**config.mk**
```make
export PLATFORM = sky130hd
export DESIGN_NAME = cssr_top
export DESIGN_NICKNAME = d
export VERILOG_FILES = /design/src/hdl/cssr_sticky.v /design/src/hdl/cssr_top.v
export VERILOG_INCLUDE_DIRS = /design/src /design/src/hdl
export SDC_FILE = /design/constraint.sdc
export NUM_CORES = 1
export LEC_CHECK = 0
export ABC_AREA = 1
export BUFFER_PORTS_ARGS = -buffer_cell sky130_fd_sc_hd__buf_4
export CORE_MARGIN = 3
export CORE_UTILIZATION = 41
export DETAILED_ROUTE_END_ITERATION = 6
export GPL_ROUTABILITY_DRIVEN = 0
export GPL_TIMING_DRIVEN = 0
export PLACE_DENSITY = 0.8
export SLEW_MARGIN = 20
export SYNTH_ARGS = -nofsm -noshare
export SYNTH_HDL_FRONTEND = slang
export SYNTH_SLANG_ARGS = --single-unit
```
**constraint.sdc**
```tcl
create_clock -name ref_clk -period 1.2 [get_ports ref_clk]
set_clock_uncertainty 0.05 [all_clocks]
set_input_delay 0.24 -clock ref_clk [delete_from_list [all_inputs] [get_ports ref_clk]]
set_output_delay 0.24 -clock ref_clk [all_outputs]
set_load 0.03 [all_outputs]
```
**src/hdl/cssr_map.vh**
```
// cssr_map.vh: offsets, bit positions and reset values of the status flag block
// assumes inclusion by bare name from the block's design files
`ifndef CSSR_MAP_VH
`define CSSR_MAP_VH

// register offsets on the apb bus
`define CSSR_ADDR_W 12
`define CSSR_OFF_FLAGS 12'h000
`define CSSR_OFF_CTRL 12'h004

// cpu_status_flags bit positions
`define CSSR_B_OA 15
`define CSSR_B_OB 14
`define CSSR_B_SA 13
`define CSSR_B_SB 12
`define CSSR_B_OAB 11
`define CSSR_B_SAB 10
`define CSSR_B_DA 9
`define CSSR_B_DC 8
`define CSSR_B_IPL_HI 7
`define CSSR_B_IPL_LO 5
`define CSSR_B_RA 4
`define CSSR_B_N 3
`define CSSR_B_OV 2
`define CSSR_B_Z 1
`define CSSR_B_C 0

// control register bit positions
`define CSSR_B_NEST_DIS 0

// one-hot select positions of the address decode
`define CSSR_SEL_FLAGS 0
`define CSSR_SEL_CTRL 1
`define CSSR_SEL_NONE 2'h0

// reset values
`define CSSR_FLAG_RST 1'b0
`define CSSR_IPL_RST 3'h0
`define CSSR_COND_RST 4'h0
`define CSSR_CTRL_RST 1'b0
`define CSSR_RDATA_RST 32'h0000_0000

`endif

```
**src/hdl/cssr_sticky.v**
```verilog
// cssr_sticky.v: one sticky flag, set by hardware, cleared by software
// assumes set and clear come from logic on ref_clk
`default_nettype none

module cssr_sticky (
	// clock and reset
	input wire ref_clk,
	input wire rst,
	// control
	input wire set_in,
	input wire clr_in,
	// state
	output wire nxt_q,
	output reg q_ff
);

`include "cssr_map.vh"

// set wins over a clear in the same cycle
assign nxt_q = set_in | (q_ff & ~clr_in);

always @(posedge ref_clk or posedge rst) begin
	if (rst) begin
		q_ff <= `CSSR_FLAG_RST;
	end else begin
		q_ff <= nxt_q;
	end
end

endmodule // cssr_sticky

`default_nettype wire

```
**src/hdl/cssr_top.v**
```verilog
// cssr_top.v: cpu status flag register with apb slave access
// assumes datapath, loop sequencer and priority inputs are on ref_clk
//
// What this block does
// - overflow flags for accumulator one (bit 15) and two (bit 14), read-only
// - sticky clip flags at bits 13 and 12 stay set until cleared
// - bit 11 reads the or of both overflow flags, read-only
// - bit 10 is set when either accumulator clips now or clipped before
// - clearing bit 10 also clears both per-accumulator sticky clip flags
// - sticky flags are readable and clearable, a written one never sets them
// - bit 9 is read-only and shows a running do loop
// - half carry at bit 8 from bit 3 carry (byte) or bit 7 carry (word)
// - priority level in bits 7 to 5, resets to zero, software writable
// - priority field ignores software writes while nesting disable is set
// - bit 4 read-only status, bits 3 to 0 condition flags read/write, reset zero
// - upper byte access types as listed, all resetting to zero
//
// The placing of the registers and the APB slave port are this design's own decisions.
`default_nettype none

module cssr_top (
	// clock and reset
	input wire ref_clk,
	input wire rst,
	// apb slave
	input wire psel,
	input wire penable,
	input wire pwrite,
	input wire [11:0] paddr,
	input wire [31:0] pwdata,
	output wire [31:0] prdata,
	output wire pready,
	output wire pslverr,
	// accumulator status from datapath
	input wire acc_a_ovf,
	input wire acc_b_ovf,
	input wire acc_a_sat,
	input wire acc_b_sat,
	// loop sequencer status
	input wire do_loop_act,
	input wire rep_act,
	// arithmetic result flags
	input wire alu_upd,
	input wire alu_byte_op,
	input wire alu_carry_nib,
	input wire alu_carry_byte,
	input wire cond_upd,
	input wire [3:0] cond_in,
	// priority load from interrupt logic
	input wire ipl_load,
	input wire [2:0] ipl_in,
	// register view for the core
	output wire [15:0] cpu_status_flags,
	output wire nesting_disable
);

`include "cssr_map.vh"

// one-hot decode: bit 0 flags word, bit 1 control word
function [1:0] cssr_dec;
	input [11:0] addr;
	begin
		cssr_dec = `CSSR_SEL_NONE;
		if (addr == `CSSR_OFF_FLAGS) begin
			cssr_dec[`CSSR_SEL_FLAGS] = 1'b1;
		end
		if (addr == `CSSR_OFF_CTRL) begin
			cssr_dec[`CSSR_SEL_CTRL] = 1'b1;
		end
	end
endfunction

// write strobe for one decoded register in the completing cycle
function cssr_wr_hit;
	input acc;
	input wr;
	input hit;
	begin
		cssr_wr_hit = acc & wr & hit;
	end
endfunction

// a written zero on the own bit or on the combined bit clears a sticky
function cssr_clr;
	input wr_en;
	input own_bit;
	input sum_bit;
	begin
		cssr_clr = wr_en & (~own_bit | ~sum_bit);
	end
endfunction

// combined summary of the two accumulator flags
function cssr_any2;
	input a_flag;
	input b_flag;
	begin
		cssr_any2 = a_flag | b_flag;
	end
endfunction

// read word for a decoded select, zero outside the mapped bits
function [31:0] cssr_rd_word;
	input [1:0] sel;
	input [15:0] flags;
	input nest;
	begin
		cssr_rd_word = `CSSR_RDATA_RST;
		if (sel[`CSSR_SEL_FLAGS]) begin
			cssr_rd_word[`CSSR_B_OA:`CSSR_B_C] = flags;
		end
		if (sel[`CSSR_SEL_CTRL]) begin
			cssr_rd_word[`CSSR_B_NEST_DIS] = nest;
		end
	end
endfunction

// register state
reg first_acc_overflow_ff;
reg second_acc_overflow_ff;
reg either_acc_overflow_ff;
reg either_acc_clip_sticky_ff;
reg do_loop_running_ff;
reg half_carry_flag_ff;
reg [2:0] cpu_priority_level_ff;
reg rep_active_ff;
reg [3:0] cond_flags_ff;
reg nesting_disable_ff;
reg [31:0] prdata_ff;

// next values
reg nxt_half_carry_flag;
reg [2:0] nxt_cpu_priority_level;
reg [3:0] nxt_cond_flags;
reg nxt_nesting_disable;
reg [31:0] nxt_prdata;

// bus decode
wire [1:0] sel_hit;
wire hit_any;
wire setup_ph;
wire access_ph;
wire wr_flags;
wire wr_ctrl;
wire wr_ipl;

// sticky clip controls and state
wire clr_first_clip;
wire clr_second_clip;
wire nxt_first_clip;
wire nxt_second_clip;
wire first_acc_clip_sticky_ff;
wire second_acc_clip_sticky_ff;
wire half_carry_src;
wire [15:0] flags_view;

assign sel_hit = cssr_dec(paddr);
assign hit_any = |sel_hit;
assign setup_ph = psel & ~penable;
assign access_ph = psel & penable;

// zero wait state slave, error on an unmapped address
assign pready = access_ph;
assign pslverr = access_ph & ~hit_any;
assign prdata = prdata_ff;

// writes take effect at the completing edge only
assign wr_flags = cssr_wr_hit(access_ph, pwrite, sel_hit[`CSSR_SEL_FLAGS]);
assign wr_ctrl = cssr_wr_hit(access_ph, pwrite, sel_hit[`CSSR_SEL_CTRL]);
assign wr_ipl = wr_flags & ~nesting_disable_ff;

// sticky clip flags: a written zero clears, a written one is ignored
assign clr_first_clip = cssr_clr(wr_flags, pwdata[`CSSR_B_SA],
	pwdata[`CSSR_B_SAB]);
assign clr_second_clip = cssr_clr(wr_flags, pwdata[`CSSR_B_SB],
	pwdata[`CSSR_B_SAB]);

cssr_sticky u_first_clip (
	.ref_clk(ref_clk),
	.rst(rst),
	.set_in(acc_a_sat),
	.clr_in(clr_first_clip),
	.nxt_q(nxt_first_clip),
	.q_ff(first_acc_clip_sticky_ff)
);

cssr_sticky u_second_clip (
	.ref_clk(ref_clk),
	.rst(rst),
	.set_in(acc_b_sat),
	.clr_in(clr_second_clip),
	.nxt_q(nxt_second_clip),
	.q_ff(second_acc_clip_sticky_ff)
);

// overflow flags follow the datapath, software cannot write them
always @(posedge ref_clk or posedge rst) begin
	if (rst) begin
		first_acc_overflow_ff <= `CSSR_FLAG_RST;
		second_acc_overflow_ff <= `CSSR_FLAG_RST;
	end else begin
		first_acc_overflow_ff <= acc_a_ovf;
		second_acc_overflow_ff <= acc_b_ovf;
	end
end

// combined overflow, read-only
always @(posedge ref_clk or posedge rst) begin
	if (rst) begin
		either_acc_overflow_ff <= `CSSR_FLAG_RST;
	end else begin
		either_acc_overflow_ff <= cssr_any2(acc_a_ovf, acc_b_ovf);
	end
end

// loop and repeat status, read-only
always @(posedge ref_clk or posedge rst) begin
	if (rst) begin
		do_loop_running_ff <= `CSSR_FLAG_RST;
		rep_active_ff <= `CSSR_FLAG_RST;
	end else begin
		do_loop_running_ff <= do_loop_act;
		rep_active_ff <= rep_act;
	end
end

// combined sticky follows the or of both sticky next values
always @(posedge ref_clk or posedge rst) begin
	if (rst) begin
		either_acc_clip_sticky_ff <= `CSSR_FLAG_RST;
	end else begin
		either_acc_clip_sticky_ff <= cssr_any2(nxt_first_clip, nxt_second_clip);
	end
end

// half carry source picks the carry out of bit 3 or bit 7
assign half_carry_src = alu_byte_op ? alu_carry_nib : alu_carry_byte;

// half carry: datapath update beats a software write in the same cycle
always @* begin
	nxt_half_carry_flag = half_carry_flag_ff;
	if (alu_upd) begin
		nxt_half_carry_flag = half_carry_src;
	end else if (wr_flags) begin
		nxt_half_carry_flag = pwdata[`CSSR_B_DC];
	end
end

// priority level: interrupt load first, then software unless locked
always @* begin
	nxt_cpu_priority_level = cpu_priority_level_ff;
	if (ipl_load) begin
		nxt_cpu_priority_level = ipl_in;
	end else if (wr_ipl) begin
		nxt_cpu_priority_level = pwdata[`CSSR_B_IPL_HI:`CSSR_B_IPL_LO];
	end
end

// condition flags: datapath update beats a software write
always @* begin
	nxt_cond_flags = cond_flags_ff;
	if (cond_upd) begin
		nxt_cond_flags = cond_in;
	end else if (wr_flags) begin
		nxt_cond_flags = pwdata[`CSSR_B_N:`CSSR_B_C];
	end
end

// control register
always @* begin
	nxt_nesting_disable = nesting_disable_ff;
	if (wr_ctrl) begin
		nxt_nesting_disable = pwdata[`CSSR_B_NEST_DIS];
	end
end

// half carry flop
always @(posedge ref_clk or posedge rst) begin
	if (rst) begin
		half_carry_flag_ff <= `CSSR_FLAG_RST;
	end else begin
		half_carry_flag_ff <= nxt_half_carry_flag;
	end
end

// priority level flop
always @(posedge ref_clk or posedge rst) begin
	if (rst) begin
		cpu_priority_level_ff <= `CSSR_IPL_RST;
	end else begin
		cpu_priority_level_ff <= nxt_cpu_priority_level;
	end
end

// condition flag flops
always @(posedge ref_clk or posedge rst) begin
	if (rst) begin
		cond_flags_ff <= `CSSR_COND_RST;
	end else begin
		cond_flags_ff <= nxt_cond_flags;
	end
end

// control register flop
always @(posedge ref_clk or posedge rst) begin
	if (rst) begin
		nesting_disable_ff <= `CSSR_CTRL_RST;
	end else begin
		nesting_disable_ff <= nxt_nesting_disable;
	end
end

// assembled view; read-only bits never take bus data
assign flags_view[`CSSR_B_OA] = first_acc_overflow_ff;
assign flags_view[`CSSR_B_OB] = second_acc_overflow_ff;
assign flags_view[`CSSR_B_SA] = first_acc_clip_sticky_ff;
assign flags_view[`CSSR_B_SB] = second_acc_clip_sticky_ff;
assign flags_view[`CSSR_B_OAB] = either_acc_overflow_ff;
assign flags_view[`CSSR_B_SAB] = either_acc_clip_sticky_ff;
assign flags_view[`CSSR_B_DA] = do_loop_running_ff;
assign flags_view[`CSSR_B_DC] = half_carry_flag_ff;
assign flags_view[`CSSR_B_IPL_HI:`CSSR_B_IPL_LO] = cpu_priority_level_ff;
assign flags_view[`CSSR_B_RA] = rep_active_ff;
assign flags_view[`CSSR_B_N:`CSSR_B_C] = cond_flags_ff;

assign cpu_status_flags = flags_view;
assign nesting_disable = nesting_disable_ff;

// read data captured in the setup cycle, zero for unmapped
always @* begin
	nxt_prdata = prdata_ff;
	if (setup_ph) begin
		nxt_prdata = cssr_rd_word(sel_hit, flags_view, nesting_disable_ff);
	end
end

always @(posedge ref_clk or posedge rst) begin
	if (rst) begin
		prdata_ff <= `CSSR_RDATA_RST;
	end else begin
		prdata_ff <= nxt_prdata;
	end
end

endmodule // cssr_top

`default_nettype wire

```
==> results by stage <==
Status:
- The run finished, with violations left.
- The checks that failed: negative setup slack.

Critical path:
- Walking the worst path, the cells encountered are buf_4 > inv_1 > nand2_2 > nor2_4 > nand2_4 > clkinv_4 > a211oi_4 > buf_6.
- STA classifies the critical path startpoint as an input pin.
- Along the worst path, the maximum fanout reaches 3.
- The delay of the slowest critical-path stage is 0.22 ns.
- The critical-path cell with the highest stage delay is sky130_fd_sc_hd__a211oi_4.
- The arrival time of data at the critical path endpoint is 1.01 ns.
- The setup slack on the worst flop-to-flop path is 0.16 ns.
- The endpoint class of the critical path is a primary output.
- The data required time of the worst path is 0.91 ns.
- The critical path in this run is classified as input pin to primary output.

Timing:
- The count of final setup violators is 1.
- In this run the tightest slew margin relative to its limit is 0.550.
- Subtracting the final worst setup slack from the clock period gives 1.30 ns.
- Setup repair after global routing could not meet its margin everywhere.
- Setup slack on the critical path of the routed design comes to -0.101 ns.
- The final-report max-slew violation count was 0.
- For the pin with the worst max-slew slack, the measured transition is 0.673 ns.
- The maximum frequency from static timing analysis is 769 MHz.
- Dividing the final minimum period by the clock period gives 1.08.
- The number of hold violations in the final report was 0.
- The worst hold margin is 0.0162 ns.

Floorplanning:
- The height of the die is 70.3 um.
- The row count is 22.
- The x dimension of the die is 70.3 um.
- The initial utilization of the core area, before any placement, comes to 0.443.
- The region available for standard cell placement spans 3830 um^2.
- The die covers 4950 um^2.
- For this design the top-level I/O count stands at 119.

Clock network:
- At the later pin of the worst-skew pair, clock insertion delay measures 0.28 ns.
- The clock root buffer master is sky130_fd_sc_hd__clkbuf_8.
- The maximum number of buffers from clock root to sink is 2.
- The H-tree was split into 2 levels.
- The hold buffer count at cts is 0.
- Clock tree synthesis inserted a total of 5 buffers.
- For this design, the sink count on the clock tree is 33.
- Clock-pin slew was measured on the worst setup and hold paths at 0.07 ns.
- TritonCTS built the clock tree.

Logic synthesis:
- The number of different library cells used by synthesis comes to 22.
- Synthesis inferred 33 register bits.
- For this run, the number of Yosys warnings is 0.
- After synthesis, the mean cell area works out to 8.04 um^2.
- The share of synthesized area in the top cell type comes to 0.487.
- Counting every instance in the synthesized netlist gives 211.
- In the post-synthesis netlist, the biggest area contributors are sky130_fd_sc_hd__dfrtp_1, sky130_fd_sc_hd__nand2_1, sky130_fd_sc_hd__buf_4.
- The sequential area share after synthesis is 0.487.
- The summed instance area of the synthesized netlist is 1700 um^2.
- The post-synthesis cell type with the largest combined area is sky130_fd_sc_hd__dfrtp_1.

Pwr:
- For this design the ratio of total power to cell area is 964 nW/um^2.
- The worst supply voltage drop on vdd is 542 uV.
- The static power due to leakage is 1.46 nW.

Drt:
- For this run, the detailed router's first-pass iteration total came to 4.
- For this run, design rule violations remaining after detail routing come to 0.
- The highest metal layer with signal wires is met4.
- Wire segments on met2 add up to 2310 um in the final route.
- The DRC violation total after the first TritonRoute iteration is 47.
- Dividing the detail-routed wire length by the instance count gives 11.4 um.
- The final layout contains routed wiring with a total length of 4140 um.
- The number of antenna-violating nets in the routed design is 0.
- The total number of vias is 1602.
- The met1 wire length is 1560 um.
- The vias per cell is 4.41.
- Detailed routing placed a total of 240 um of wire on met3.

Job:
- The number of max-cap violations is 0.

Cells and area:
- In the final layout, the share of cells above drive strength 1 is 0.448.
- The total number of nets in the final design is 382.
- The number of antenna repair diodes is 0.
- The area growth from synthesis to layout is 55.9%.

Global route:
- Across every metal layer, demand over resource in global routing totals 0.171.
- The initial antenna violation count is 0.
- The first global-routing pass estimated 6750 um of wire.
- The overall overflow remaining after global route is 0.
- The number of global-route vias before repair is 1486.
- Entering global routing, the biggest net connects 34 pins.

Worst hold path:
- In this run the worst hold path is classified as input pin to async pin.

Placement:
- The count of buffers from port buffering is 81.
- The post-placement setup slack is -0.340 ns.
- The wire-length estimate of the detail-placed layout is 3230 um.
cell usage in the layout (no fill, tap or decap):
| cell | synthesis | routed |
|---|---|---|
| sky130_fd_sc_hd__clkinv_4 | 0 | 1 |
| sky130_fd_sc_hd__or2_2 | 1 | 1 |
| sky130_fd_sc_hd__conb_1 | 1 | 16 |
| sky130_fd_sc_hd__nand3_1 | 10 | 10 |
| sky130_fd_sc_hd__nor3_4 | 0 | 1 |
| sky130_fd_sc_hd__inv_1 | 16 | 13 |
| sky130_fd_sc_hd__clkinvlp_4 | 0 | 1 |
| sky130_fd_sc_hd__o21ai_1 | 11 | 11 |
| sky130_fd_sc_hd__o21ai_0 | 7 | 7 |
| sky130_fd_sc_hd__buf_4 | 25 | 90 |
| sky130_fd_sc_hd__nand4_1 | 3 | 3 |
| sky130_fd_sc_hd__nand2_2 | 2 | 3 |
| sky130_fd_sc_hd__nand2_1 | 82 | 78 |
| sky130_fd_sc_hd__dfrtp_1 | 33 | 33 |
| sky130_fd_sc_hd__a211oi_4 | 0 | 1 |
| sky130_fd_sc_hd__nor2_2 | 4 | 2 |
| sky130_fd_sc_hd__buf_2 | 3 | 3 |
| sky130_fd_sc_hd__mux2i_1 | 1 | 1 |
| sky130_fd_sc_hd__a21oi_1 | 2 | 2 |
| sky130_fd_sc_hd__nor2_4 | 2 | 6 |
| sky130_fd_sc_hd__buf_6 | 0 | 16 |
| sky130_fd_sc_hd__clkbuf_8 | 0 | 5 |
| sky130_fd_sc_hd__clkinv_2 | 1 | 2 |
| sky130_fd_sc_hd__nand2_4 | 2 | 5 |
| sky130_fd_sc_hd__inv_2 | 1 | 4 |
cell usage after synthesis:
| library cell | number |
|---|---|
| sky130_fd_sc_hd__buf_2 | 3 |
| sky130_fd_sc_hd__nor2_2 | 4 |
| sky130_fd_sc_hd__dfrtp_1 | 33 |
| sky130_fd_sc_hd__nand3_1 | 10 |
| sky130_fd_sc_hd__or2_2 | 1 |
| sky130_fd_sc_hd__nor2_1 | 2 |
| sky130_fd_sc_hd__inv_1 | 16 |
| sky130_fd_sc_hd__nand2_2 | 2 |
| sky130_fd_sc_hd__a211oi_1 | 1 |
| sky130_fd_sc_hd__nor3_1 | 1 |
| sky130_fd_sc_hd__o21ai_1 | 11 |
| sky130_fd_sc_hd__inv_2 | 1 |
| sky130_fd_sc_hd__conb_1 | 1 |
| sky130_fd_sc_hd__a21oi_1 | 2 |
| sky130_fd_sc_hd__clkinv_2 | 1 |
| sky130_fd_sc_hd__nand4_1 | 3 |
| sky130_fd_sc_hd__nand2_4 | 2 |
| sky130_fd_sc_hd__o21ai_0 | 7 |
| sky130_fd_sc_hd__buf_4 | 25 |
| sky130_fd_sc_hd__nor2_4 | 2 |
| sky130_fd_sc_hd__nand2_1 | 82 |
| sky130_fd_sc_hd__mux2i_1 | 1 |
area by class of cell:
cell class | count | area [um^2]
inverters | 18 | 72.6
multi-input cells | 147 | 729
well taps | 48 | 60.1
repair buffers | 90 | 736
plain buffers | 19 | 135
flip-flops and latches | 33 | 826
clock buffers | 5 | 68.8
fillers | 328 | 1180
clock inverters | 3 | 17.5
sequential cells by signal, summed over array words and instances, names as in the netlist:
register	count
half_carry_flag_ff	1
second_acc_overflow_ff	1
do_loop_running_ff	1
u_second_clip.q_ff	1
u_first_clip.q_ff	1
rep_active_ff	1
nesting_disable	1
cond_flags_ff	4
either_acc_overflow_ff	1
first_acc_overflow_ff	1
prdata	16
either_acc_clip_sticky_ff	1
cpu_priority_level_ff	3
per-layer routing:
layer	track usage	vias up
met5	0	-
met4	0.0511	0
met3	0.0432	2
met2	0.316	50
met1	0.191	727
li1	-	823
worst paths after layout:
check,start,end,cells after the start
hold reg to reg,prdata[8]$_DFFE_PP0P_,prdata[8]$_DFFE_PP0P_,2
setup / recovery,paddr[2],pslverr,8
max in group asynchronous,rst,prdata[9]$_DFFE_PP0P_,2
hold / removal,rst,either_acc_clip_sticky_ff$_DFF_PP0_,2
setup reg to reg,nesting_disable$_DFFE_PP0P_,cpu_priority_level_ff[1]$_DFFE_PP0P_,4
min in group ref_clk,rep_act,rep_active_ff$_DFF_PP0_,1
where the power goes:
part	internal, mW	total [mW]	switching [mW]
Combinational	0.258	0.577	0.320
Clock	0.399	0.793	0.394
Sequential	1.15	1.18	0.0300
worst max-delay path, delay by kind of cell:
kind	cells	cell delay (ns)
buffers and inverters	4	0.36
and+or+nand+nor	3	0.20
AOI/OAI and AO/OA	1	0.22
what timing repair did:
action	4_1_cts	5_1_grt
resized for setup	18	7
setup endpoints to repair	10	4
setup buffers	8	1
hold endpoints to repair	0	0
pin swaps	9	8
per-stage QoR:
step	cell area [um^2]	util	power [mW]	setup TNS (ns)	cells
after detailed placement	2460	0.644	1.76	-2.28	355
after floorplan	1800	-	1.53	-0.0208	226
after global routing	2650	0.691	2.67	-0.143	363
after CTS	2620	0.684	2.57	-0.0910	362
after global placement	2460	0.644	1.75	-9.63	355
final	2650	0.691	2.55	-0.101	363
cell families after synthesis:
logic type             synth area share
AND/OR/NAND/NOR                   0.282
AO/OA/AOI/OAI                    0.0634
buffers and inverters             0.160
other                           0.00221
flip-flops                        0.487
multiplexers                    0.00590
No activity file was read; power rests on OpenSTA's default activity.
